`src/verilog/dasc_pkg.sv`:
```
// Purpose: constants for the debug arm and state control core
// Assumes: 8-bit registers on a 32-bit APB data bus, one word each
// Notes: printed offsets are not multiples of four; they are indices
package dasc_pkg;
    localparam logic [7:0] DASC_IDX_CTL1 = 8'h20;
    localparam logic [7:0] DASC_IDX_STAT = 8'h21;
    localparam logic [7:0] DASC_IDX_TCTL = 8'h22;
    localparam logic [7:0] DASC_IDX_CNT = 8'h26;
    localparam logic [7:0] DASC_IDX_SHARED = 8'h27;
    localparam logic [7:0] DASC_IDX_BREAK = 8'h30;
    localparam int DASC_ARM_BIT = 7;
    localparam int DASC_IMMEDIATE_TRIGGER_REQ_BIT = 6;
    localparam int DASC_BGSEL_BIT = 4;
    localparam int DASC_FBRK_BIT = 3;
    localparam int DASC_TREQ_BIT = 6;
    localparam int DASC_TPLACE_BIT = 0;
    localparam int DASC_FULL_BIT = 7;
    localparam logic [7:0] DASC_CTL1_RESET = 8'h00;
    localparam logic [7:0] DASC_TCTL_RESET = 8'h00;
    localparam logic [6:0] DASC_FULL_LINES = 7'h40;
    localparam logic [1:0] DASC_BANK_A = 2'h0;
    localparam logic [1:0] DASC_BANK_B = 2'h1;
    localparam logic [1:0] DASC_BANK_C = 2'h2;
    localparam logic [1:0] DASC_BANK_NONE = 2'h3;
    typedef enum logic [2:0] {
        DASC_S0 = 3'h0,
        DASC_S1 = 3'h1,
        DASC_S2 = 3'h2,
        DASC_S3 = 3'h3,
        DASC_SF = 3'h4
    } dasc_state_e;
endpackage : dasc_pkg

```
`src/verilog/dasc_core.sv`:
```
// Purpose: arm, trigger and state sequencer control of the debug module
// Assumes: pclk bus clock, presetn other resets, por_n power-on reset
// Notes: comparator and trace storage live outside; this core steers them
// Operation
// - arm and bank always writable; others disarmed
// - trigger bit reads zero, zero writes ignored
// - arm self-clears at trace end, untraced break
// - arming enters State1, flags become 001
// - trigger forces Final State, break after trace
// - no tracing without trace request bit
// - begin-aligned trace in progress ignores trigger
// - secured system disables tracing entirely
// - break goes to background if selected and enabled, else trap
// - final-state break at trace end or immediately
// - bank select picks comparator A, B, C, none
// - bank select picks shared register at index 27
// - full flag set at 64 stored lines
// - full flag cleared by arming and power-on
// - full flag survives other resets, shown in count
// - flags update on every sequencer transition
// - software disarm keeps last state flags
// - internal end returns to state 0, flags 000
// - flag encoding 000..100, upper codes reserved
// - status register read-only, writes ignored
// - trace request enables tracing, blocked when secured
// - placement bit chooses begin or end alignment
`timescale 1ns/1ps
`default_nettype none
module dasc_core (
    input wire logic pclk,
    input wire logic presetn,
    input wire logic por_n,
    input wire logic psel,
    input wire logic penable,
    input wire logic pwrite,
    input wire logic [11:0] paddr,
    input wire logic [31:0] pwdata,
    output logic [31:0] prdata,
    output logic pready,
    output logic pslverr,
    input wire logic secured,
    input wire logic background_mode_enabled,
    input wire logic match_any,
    input wire logic match_final,
    input wire logic trace_line_stored,
    input wire logic trace_done,
    input wire logic [5:0] trace_line_count,
    input wire logic [7:0] shared_rdata,
    output logic [1:0] comparator_bank_select,
    output logic shared_wr,
    output logic [7:0] shared_wdata,
    output logic tracing,
    output logic trace_begin_aligned,
    output logic armed,
    output logic break_to_background,
    output logic break_to_trap
);
    import dasc_pkg::*;

    logic arm_reg;
    logic bgsel_reg;
    logic fbrk_reg;
    logic [1:0] bank_reg;
    logic treq_reg;
    logic tplace_reg;
    logic full_reg;
    logic [6:0] lines_reg;
    logic tracing_reg;
    logic immediate_trigger_req_pend_reg;
    logic immediate_trigger_req_late_reg;
    logic bgen_s1_reg;
    logic bgen_reg;
    logic sec_s1_reg;
    logic sec_reg;
    dasc_state_e state_reg;
    dasc_state_e state_next;
    logic [2:0] flags_reg;

    logic wr_en;
    logic [7:0] idx;
    logic [7:0] wbyte;
    logic arm_wr;
    logic immediate_trigger_req_wr;
    logic int_end;
    logic brk_fire;
    logic trace_ok;
    logic [7:0] rbyte;

    // zero-wait slave: every access completes in its first access cycle
    assign pready = 1'b1;
    assign idx = {2'h0, paddr[7:2]};
    assign wbyte = pwdata[7:0];
    assign wr_en = psel && penable && pwrite;
    assign arm_wr = wr_en && idx == DASC_IDX_CTL1 && wbyte[DASC_ARM_BIT];
    assign immediate_trigger_req_wr = wr_en && idx == DASC_IDX_CTL1 && wbyte[DASC_IMMEDIATE_TRIGGER_REQ_BIT];
    assign trace_ok = treq_reg && !sec_reg;

    // the secured and background-enable pins pass two flops first
    always_ff @(posedge pclk or negedge presetn) begin
        if (!presetn) begin
            bgen_s1_reg <= 1'b0;
            bgen_reg <= 1'b0;
            sec_s1_reg <= 1'b1;
            sec_reg <= 1'b1;
        end else begin
            bgen_s1_reg <= background_mode_enabled;
            bgen_reg <= bgen_s1_reg;
            sec_s1_reg <= secured;
            sec_reg <= sec_s1_reg;
        end
    end

    // end of session: trace complete, or a break with tracing off
    // a plain expression, so the net follows every term that it reads
    assign int_end = arm_reg && ((tracing_reg && trace_done) ||
                     (!trace_ok && fbrk_reg && state_reg == DASC_SF));
    assign brk_fire = arm_reg && fbrk_reg && state_reg == DASC_SF &&
                      (trace_ok ? (tracing_reg && trace_done) : 1'b1);

    always_ff @(posedge pclk or negedge presetn) begin
        if (!presetn) begin
            arm_reg <= DASC_CTL1_RESET[DASC_ARM_BIT];
            bgsel_reg <= DASC_CTL1_RESET[DASC_BGSEL_BIT];
            fbrk_reg <= DASC_CTL1_RESET[DASC_FBRK_BIT];
            bank_reg <= DASC_CTL1_RESET[1:0];
        end else if (wr_en && idx == DASC_IDX_CTL1) begin
            arm_reg <= wbyte[DASC_ARM_BIT] && !int_end;
            bank_reg <= wbyte[1:0];
            if (!arm_reg) begin
                bgsel_reg <= wbyte[DASC_BGSEL_BIT];
                fbrk_reg <= wbyte[DASC_FBRK_BIT];
            end
        end else if (int_end) begin
            arm_reg <= 1'b0;
        end
    end

    always_ff @(posedge pclk or negedge presetn) begin
        if (!presetn) begin
            treq_reg <= DASC_TCTL_RESET[DASC_TREQ_BIT];
            tplace_reg <= DASC_TCTL_RESET[DASC_TPLACE_BIT];
        end else begin
            // securing wins over a write, so the request never outlives it
            if (sec_reg) begin
                treq_reg <= 1'b0;
            end else if (wr_en && idx == DASC_IDX_TCTL && !arm_reg) begin
                treq_reg <= wbyte[DASC_TREQ_BIT];
            end
            if (wr_en && idx == DASC_IDX_TCTL && !arm_reg) begin
                tplace_reg <= wbyte[DASC_TPLACE_BIT];
            end
        end
    end

    // sequencer: arming enters State1, matches advance, trigger jumps
    always_comb begin
        state_next = state_reg;
        if (arm_wr) begin
            state_next = DASC_S1;
        end else if (int_end) begin
            state_next = DASC_S0;
        end else if (arm_reg) begin
            // a trigger written with the arm bit lands one cycle after State1
            if ((immediate_trigger_req_wr || immediate_trigger_req_late_reg) && !(tracing_reg && tplace_reg)) begin
                state_next = DASC_SF;
            end else if (match_final && state_reg != DASC_SF) begin
                state_next = DASC_SF;
            end else if (match_any) begin
                unique case (state_reg)
                    DASC_S1: state_next = DASC_S2;
                    DASC_S2: state_next = DASC_S3;
                    default: state_next = state_reg;
                endcase
            end
        end
    end

    always_ff @(posedge pclk or negedge presetn) begin
        if (!presetn) begin
            state_reg <= DASC_S0;
            flags_reg <= 3'h0;
            immediate_trigger_req_late_reg <= 1'b0;
        end else begin
            state_reg <= state_next;
            // arming owns this edge; the trigger is kept for the next one
            immediate_trigger_req_late_reg <= arm_wr && immediate_trigger_req_wr;
            if (arm_wr || int_end || (arm_reg && state_next != state_reg)) begin
                flags_reg <= state_next;
            end // software disarm leaves flags alone
        end
    end

    // tracing starts when Final State is reached under begin alignment,
    // or runs from arming under end alignment until trace end or disarm
    always_ff @(posedge pclk or negedge presetn) begin
        if (!presetn) begin
            tracing_reg <= 1'b0;
            immediate_trigger_req_pend_reg <= 1'b0;
        end else if (!arm_reg || int_end || !trace_ok) begin
            tracing_reg <= 1'b0;
            immediate_trigger_req_pend_reg <= 1'b0;
        end else begin
            if (tplace_reg) begin
                if (state_reg == DASC_SF) begin
                    tracing_reg <= 1'b1;
                end
            end else begin
                tracing_reg <= 1'b1;
            end
            immediate_trigger_req_pend_reg <= state_reg == DASC_SF;
        end
    end

    // full flag lives on power-on reset only so other resets keep it
    always_ff @(posedge pclk or negedge por_n) begin
        if (!por_n) begin
            full_reg <= 1'b0;
            lines_reg <= 7'h00;
        end else if (arm_wr) begin
            full_reg <= 1'b0;
            lines_reg <= 7'h00;
        end else if (tracing_reg && trace_line_stored) begin
            if (lines_reg != DASC_FULL_LINES) begin
                lines_reg <= lines_reg + 7'h01;
            end
            if (lines_reg + 7'h01 >= DASC_FULL_LINES) begin
                full_reg <= 1'b1;
            end
        end
    end

    always_comb begin
        rbyte = 8'h00;
        if (idx == DASC_IDX_CTL1) begin
            rbyte = {arm_reg, 1'b0, 1'b0, bgsel_reg, fbrk_reg, 1'b0, bank_reg};
        end else if (idx == DASC_IDX_STAT) begin
            rbyte = {full_reg, 4'h0, flags_reg};
        end else if (idx == DASC_IDX_TCTL) begin
            rbyte = {1'b0, treq_reg, 5'h00, tplace_reg};
        end else if (idx == DASC_IDX_CNT) begin
            rbyte = {full_reg, 1'b0, trace_line_count};
        end else if (idx == DASC_IDX_SHARED) begin
            rbyte = shared_rdata;
        end else if (idx == DASC_IDX_BREAK) begin
            rbyte = {6'h00, immediate_trigger_req_pend_reg, brk_fire};
        end
    end

    always_ff @(posedge pclk or negedge presetn) begin
        if (!presetn) begin
            prdata <= 32'h0000_0000;
        end else if (psel && !penable && !pwrite) begin
            prdata <= {24'h00_0000, rbyte};
        end
    end

    // unmapped indices answer with an error; writes to status are dropped
    assign pslverr = psel && penable && !(idx == DASC_IDX_CTL1 || idx == DASC_IDX_STAT ||
                     idx == DASC_IDX_TCTL || idx == DASC_IDX_CNT ||
                     idx == DASC_IDX_SHARED || idx == DASC_IDX_BREAK);

    always_ff @(posedge pclk or negedge presetn) begin
        if (!presetn) begin
            shared_wr <= 1'b0;
            shared_wdata <= 8'h00;
        end else begin
            shared_wr <= wr_en && idx == DASC_IDX_SHARED;
            shared_wdata <= wbyte;
        end
    end

    assign comparator_bank_select = bank_reg;
    assign tracing = tracing_reg;
    assign trace_begin_aligned = tplace_reg;
    assign armed = arm_reg;
    assign break_to_background = brk_fire && bgsel_reg && bgen_reg;
    assign break_to_trap = brk_fire && !(bgsel_reg && bgen_reg);
endmodule : dasc_core
`default_nettype wire

```
`config.mk`:
```
export PLATFORM = sky130hd
export DESIGN_NAME = dasc_core
export DESIGN_NICKNAME = d
export VERILOG_FILES = /design/src/verilog/dasc_pkg.sv /design/src/verilog/dasc_core.sv
export SDC_FILE = /design/constraint.sdc
export NUM_CORES = 1
export LEC_CHECK = 0
export BUFFER_PORTS_ARGS = -buffer_cell sky130_fd_sc_hd__buf_2
export CAP_MARGIN = 20
export CORE_MARGIN = 5
export CORE_UTILIZATION = 50
export DETAILED_ROUTE_END_ITERATION = 7
export GPL_ROUTABILITY_DRIVEN = 0
export GPL_TIMING_DRIVEN = 0
export PLACE_DENSITY_LB_ADDON = 0.25
export REMOVE_ABC_BUFFERS = 1
export SETUP_SLACK_MARGIN = 0.4
export SLEW_MARGIN = 20
export SYNTH_ARGS = -nofsm -noshare
export SYNTH_HDL_FRONTEND = slang
export SYNTH_SLANG_ARGS = --single-unit
```
`constraint.sdc`:
```
create_clock -name pclk -period 3.9 [get_ports pclk]
set_clock_uncertainty 0.15 [all_clocks]
set_input_delay 0.195 -clock pclk [delete_from_list [all_inputs] [get_ports pclk]]
set_output_delay 0.195 -clock pclk [all_outputs]
set_load 0.005 [all_outputs]
```
Word level (Yosys, flattened, before mapping). Cells that the tools add are included.

Register bits after elaboration: 45. Output and inout bits: 50.

Muxes and demuxes: 28. Equality and inequality tests: 13. Magnitude comparators: 1. $add $sub $neg: 1. Reductions and logical operators: 58. Bitwise gates (word level): 1.

Operator list (count): 8-bit two-way mux (5); 6-bit equality test (second input constant) (6); 1-bit logical AND (30); 7-bit two-way mux (3); 3-bit two-way mux (6); 1-bit two-way mux (12); 1-bit logical OR (11); 2-bit nonzero test (5); 1-bit logical NOT (9); 7-bit by 1-bit adder with 7-bit output (second input constant) (1); 7-bit greater-or-equal comparator (second input constant) (1); 7-bit inequality test (second input constant) (1); 3-bit case mux with 2 select lines (1); 2-bit AND reduction (3); 3-bit by 1-bit equality test with 1-bit output (second input constant) (1); 3-bit by 2-bit equality test with 1-bit output (second input constant) (1); 3-bit equality test (second input constant) (1); 3-bit by 1-bit inequality test with 1-bit output (second input constant) (1); 3-bit inequality test (1); 3-bit inequality test (second input constant) (1); 2-bit two-way mux (1); 1-bit inverter (1).

Longest topological paths before layout.
Word-level depth: 13. Depth in mapped cells: 9. Mapped depth without buffers: 7.

Worst setup path before layout. OpenSTA, ideal clock, no wires.

Path kind: register to register. From: reg state_reg[0]. To: reg flags_reg[0]. Clock period less this slack: 2.290 ns. Buffers on the path: 1. Setup slack: 1.610 ns. Arrival time: 2.012 ns. Cell stages (with the launch flop): 9. Setup time: 0.128 ns. Data required time: 3.622 ns. Cell sequence: dfrtp_1 -> or3b_1 -> buf_6 -> nand2_2 -> o21ai_2 -> or3_4 -> a311oi_2 -> a2bb2oi_2 -> mux2_1.

Cells in the longest elaborated chain, start to end: 11. Elaborated cells on any way between the ends: 19. Those cells by class: eq/ne (5); mux (7); reduce/logical (7).

Ends and longest elaborated chain: start, declared (line dasc_core.sv:75) `dasc_state_e state_reg;`; start signal, assigned (line dasc_core.sv:184) `state_reg <= state_next;`; 3-bit by 2-bit equality test with 1-bit output / 3-bit by 1-bit equality test with 1-bit output (equally long branches) (line dasc_core.sv:169) `unique case (state_reg)`; 3-bit case mux with 2 select lines (line dasc_core.sv:169); 3-bit two-way mux (line dasc_core.sv:168) `end else if (match_any) begin`; 3-bit two-way mux (line dasc_core.sv:166) `end else if (match_final && state_reg != DASC_SF) begin`; 3-bit two-way mux (line dasc_core.sv:164) `if ((immediate_trigger_req_wr || immediate_trigger_req_late_reg) && !(tracing_reg && tplace_reg)) begin`; 3-bit two-way mux (line dasc_core.sv:162) `end else if (arm_reg) begin`; 3-bit two-way mux (line dasc_core.sv:160) `end else if (int_end) begin`; 3-bit two-way mux (line dasc_core.sv:158) `if (arm_wr) begin`; 3-bit inequality test (line dasc_core.sv:187) `if (arm_wr || int_end || (arm_reg && state_next != state_reg)) begin`; 1-bit logical AND (line dasc_core.sv:187); 1-bit logical OR (line dasc_core.sv:187); end signal, assigned (line dasc_core.sv:188) `flags_reg <= state_next;`; end, declared (line dasc_core.sv:77) `logic [2:0] flags_reg;`.

Several ways; a longest one is shown, not always the timed one. A chain may end at the register's enable or synchronous reset.

Final worst setup path.
From: reg state_reg[0]. To: reg flags_reg[1].

Same word-level chain as after synthesis.

==> metrics.cfg <==
[detailed_routing]
first_pass_iters=4
drt_iter0_drc=89
drc=0
vias_per_cell=5.091
via_count=2021
detail-route-antenna-nets=0
wl_per_cell_microns=14.19
wl_microns=5635

[grt]
antenna_found_initial=0
grt_usage_pct=18.16
grt_pass1_wl_microns=9094
grt_max_degree=38
grt_overflow_total=0
grt_pass1_vias=1975

[sta]
slew_headroom_pct=45.10
fmax_ghz=0.4025
tns_ns=0
rsz0062_at_grt=false
period_needed_ns=2.484
tightest_slew_ns=0.8236
setup_viol=0
setup_ws_ns=1.416
period_share_pct=63.70
hold_viol=0
finalMaxSlewViolations=0

[job]
max-cap-violations=0

[pwr]
finalPower_uw=940.0
vdd.ir_drop.worst_uv=191.1
pwr-share-clk_pct=32.2
p_leak_nw=1.467
intPower_uw=688.0
p_comb_share_pct=14.3
power.density_mw_per_mm2=320.9
pwr-share-seq_pct=53.5
power.share.switching_pct=26.81
switchingPower_uw=252.0

[floorplanning]
die_w_microns=80.20
core_sq_mm=0.004755
die-area_sq_mm=0.006431
io-pin-count=120
dieHeight_microns=80.20
num_rows=25
start_util_pct=51.82

[yosys]
synthAdderAreaFrac_pct=1.016
synth_compound_area_share_pct=15.08
synthSimpleGateAreaFrac_pct=18.74
yosys_warnings=0
avgSynthCellArea_sq_um=9.549
yosys-top-cells-area=dfrtp_1 (44%), buf_4 (7.9%), nand2_1 (4.0%)
synth_xor_area_share_pct=1.778
synth_cells=258
synth_mux_area_share_pct=6.094
ys_ff_latch=45
async_flop_share_pct=100.0
yosysSeqAreaShare_pct=45.81
synth_edf_count=0
yosys.area.top_type_share_pct=43.68
yosysTopAreaCell=dfrtp_1
syn-cell-area_sq_mm=0.002464
synthFlopType=dfrtp_1
ys_types=52
synth_top_family_by_area=simple AND/OR/NAND/NOR gates

[worst_setup_path]
endpoint_kind=flip-flop
reg2reg_depth=7
path_max_fanout=7
critPathKind=flip-flop to flip-flop
worstPathRequired_ns=3.93
cp.arrival_ns=2.52
cp-start-kind=flip-flop

[clocking]
cts_max_level=2
cts_num_sinks=45
cts_tree=done
clock_latency_ns=0.30
cts_inserted_buffers=5
clkTransAtPathRegs_ns=0.09
clockRootBuffer=clkbuf_8
post_cts_buffers=0
clk_path_buf_depth=2

[place]
port_buffers=64
placed_cell_area_sq_mm=0.002713
dpl.hpwl_microns=4274
place_ws_ns=1.143
dpl.cell_count=377

[status]
outcome=completed

[final_layout]
antenna_cells=0
nFillCells=444
nets=401
area_delta_synth_final_pct=18.89
drive_gt1_share_pct=26.97
layoutNonFillerInstCount=397
fin_area_sq_mm=0.002929

[hold_path]
whs_path_depth=3
min_path_type=input pin to flip-flop

## logic make-up after synthesis
kind of cell / after synthesis
AND/OR/NAND/NOR: 91
AO/OA/AOI/OAI: 55
flip-flops: 45
buffers and inverters: 44
multiplexers: 14
XOR/XNOR: 5
adder cells (fa/ha/maj): 2
other: 2
## power by group through the flow
stage	clock network (mW)	registers (mW)	logic, mW
detailed placement	0	0.512	0.124
global placement	0	0.512	0.122
global route	0.333	0.506	0.151
finish	0.302	0.503	0.134
CTS	0.315	0.503	0.134
floorplan	0	0.510	0.0616
## cells in the final DEF (no fill, tap or decap), types with 2 or more instances in the layout
master	Yosys	layout
dfstp_2	2	2
o31ai_1	4	4
inv_1	9	9
a21oi_1	17	17
clkbuf_8	0	6
and2_1	5	5
a22oi_1	2	2
a31oi_1	6	6
dlygate4sd3_1	0	12
nor2_1	25	25
nand2_1	26	26
or3_1	2	2
nor2b_1	4	4
xor2_1	3	3
mux2_2	5	5
xnor2_1	2	2
nor3_1	3	3
a32oi_1	2	2
a41oi_1	2	2
conb_1	2	25
o41ai_1	2	2
nand4_1	4	4
and3_1	4	4
mux2i_1	6	6
o21ai_0	10	10
dfrtp_1	43	43
buf_2	4	64
ha_1	2	2
mux2_1	3	3
nand3_1	7	7
## Yosys cell counts, drive strengths merged (5+ instances only)
library cell  number
and2               5
mux2               8
nand2             27
mux2i              6
nor2              25
a21oi             17
inv                9
nand3              7
a31oi              6
buf               31
dfrtp             43
o21ai             11
## per-stage QoR
step | hold WS (ns) | utilization [%]
final | 0.07967 | 61.61
after global routing | 0.1010 | 61.61
after CTS | 0.07319 | 61.61
after detailed placement | -0.1015 | 57.05
after global placement | -0.1053 | 57.05
after floorplan | -0.2506 | -
## path summary, 6_finish.rpt
path	from	endpoint	slack (ns)
hold reg to reg	bgen_s1_reg$_DFF_PN0_	bgen_reg$_DFF_PN0_	0.20
setup / recovery	state_reg[0]$_DFF_PN0_	flags_reg[1]$_DFFE_PN0P_	1.42
max in group asynchronous	presetn	tracing$_DFFE_PN0P_	2.69
min in group asynchronous	por_n	full_reg$_DFFE_PN0P_	0.12
setup reg to reg	state_reg[0]$_DFF_PN0_	flags_reg[1]$_DFFE_PN0P_	1.42
hold / removal	trace_line_count[5]	prdata[5]$_DFFE_PN0P_	0.08
## what timing repair did
action | CTS | global route
hold endpoints to repair | 56 | 0
hold buffers | 12 | 0
gates resized for setup | 0 | 0
## metal layers
layer	track usage [%]	part of all wire, %	vias up
li1	-	-	989
met3	4.709	8.6	5
met1	23.24	43	939
met4	5.068	1.0	0
met2	30.30	47	88
met5	0	0	-
## worst max-delay path: stages, from the launching register on
cell and delay (ns):
dfrtp_1 0.46, or3b_1 0.50, nand2_2 0.11, o21ai_2 0.09, or3_4 0.35, a311oi_2 0.27, a2bb2oi_2 0.11, mux2_1 0.32
## final cells by class
cell class	instances	area, sq um	area share (%)
clock inverters	2	13.76	0.4699
flip-flops and latches	45	1129	38.53
multi-input cells	192	1146	39.13
clock buffers	6	82.58	2.819
well taps	67	83.83	2.862
inverters	9	33.78	1.153
repair buffers	76	440.4	15.04
No activity file was read; power rests on OpenSTA's default activity.
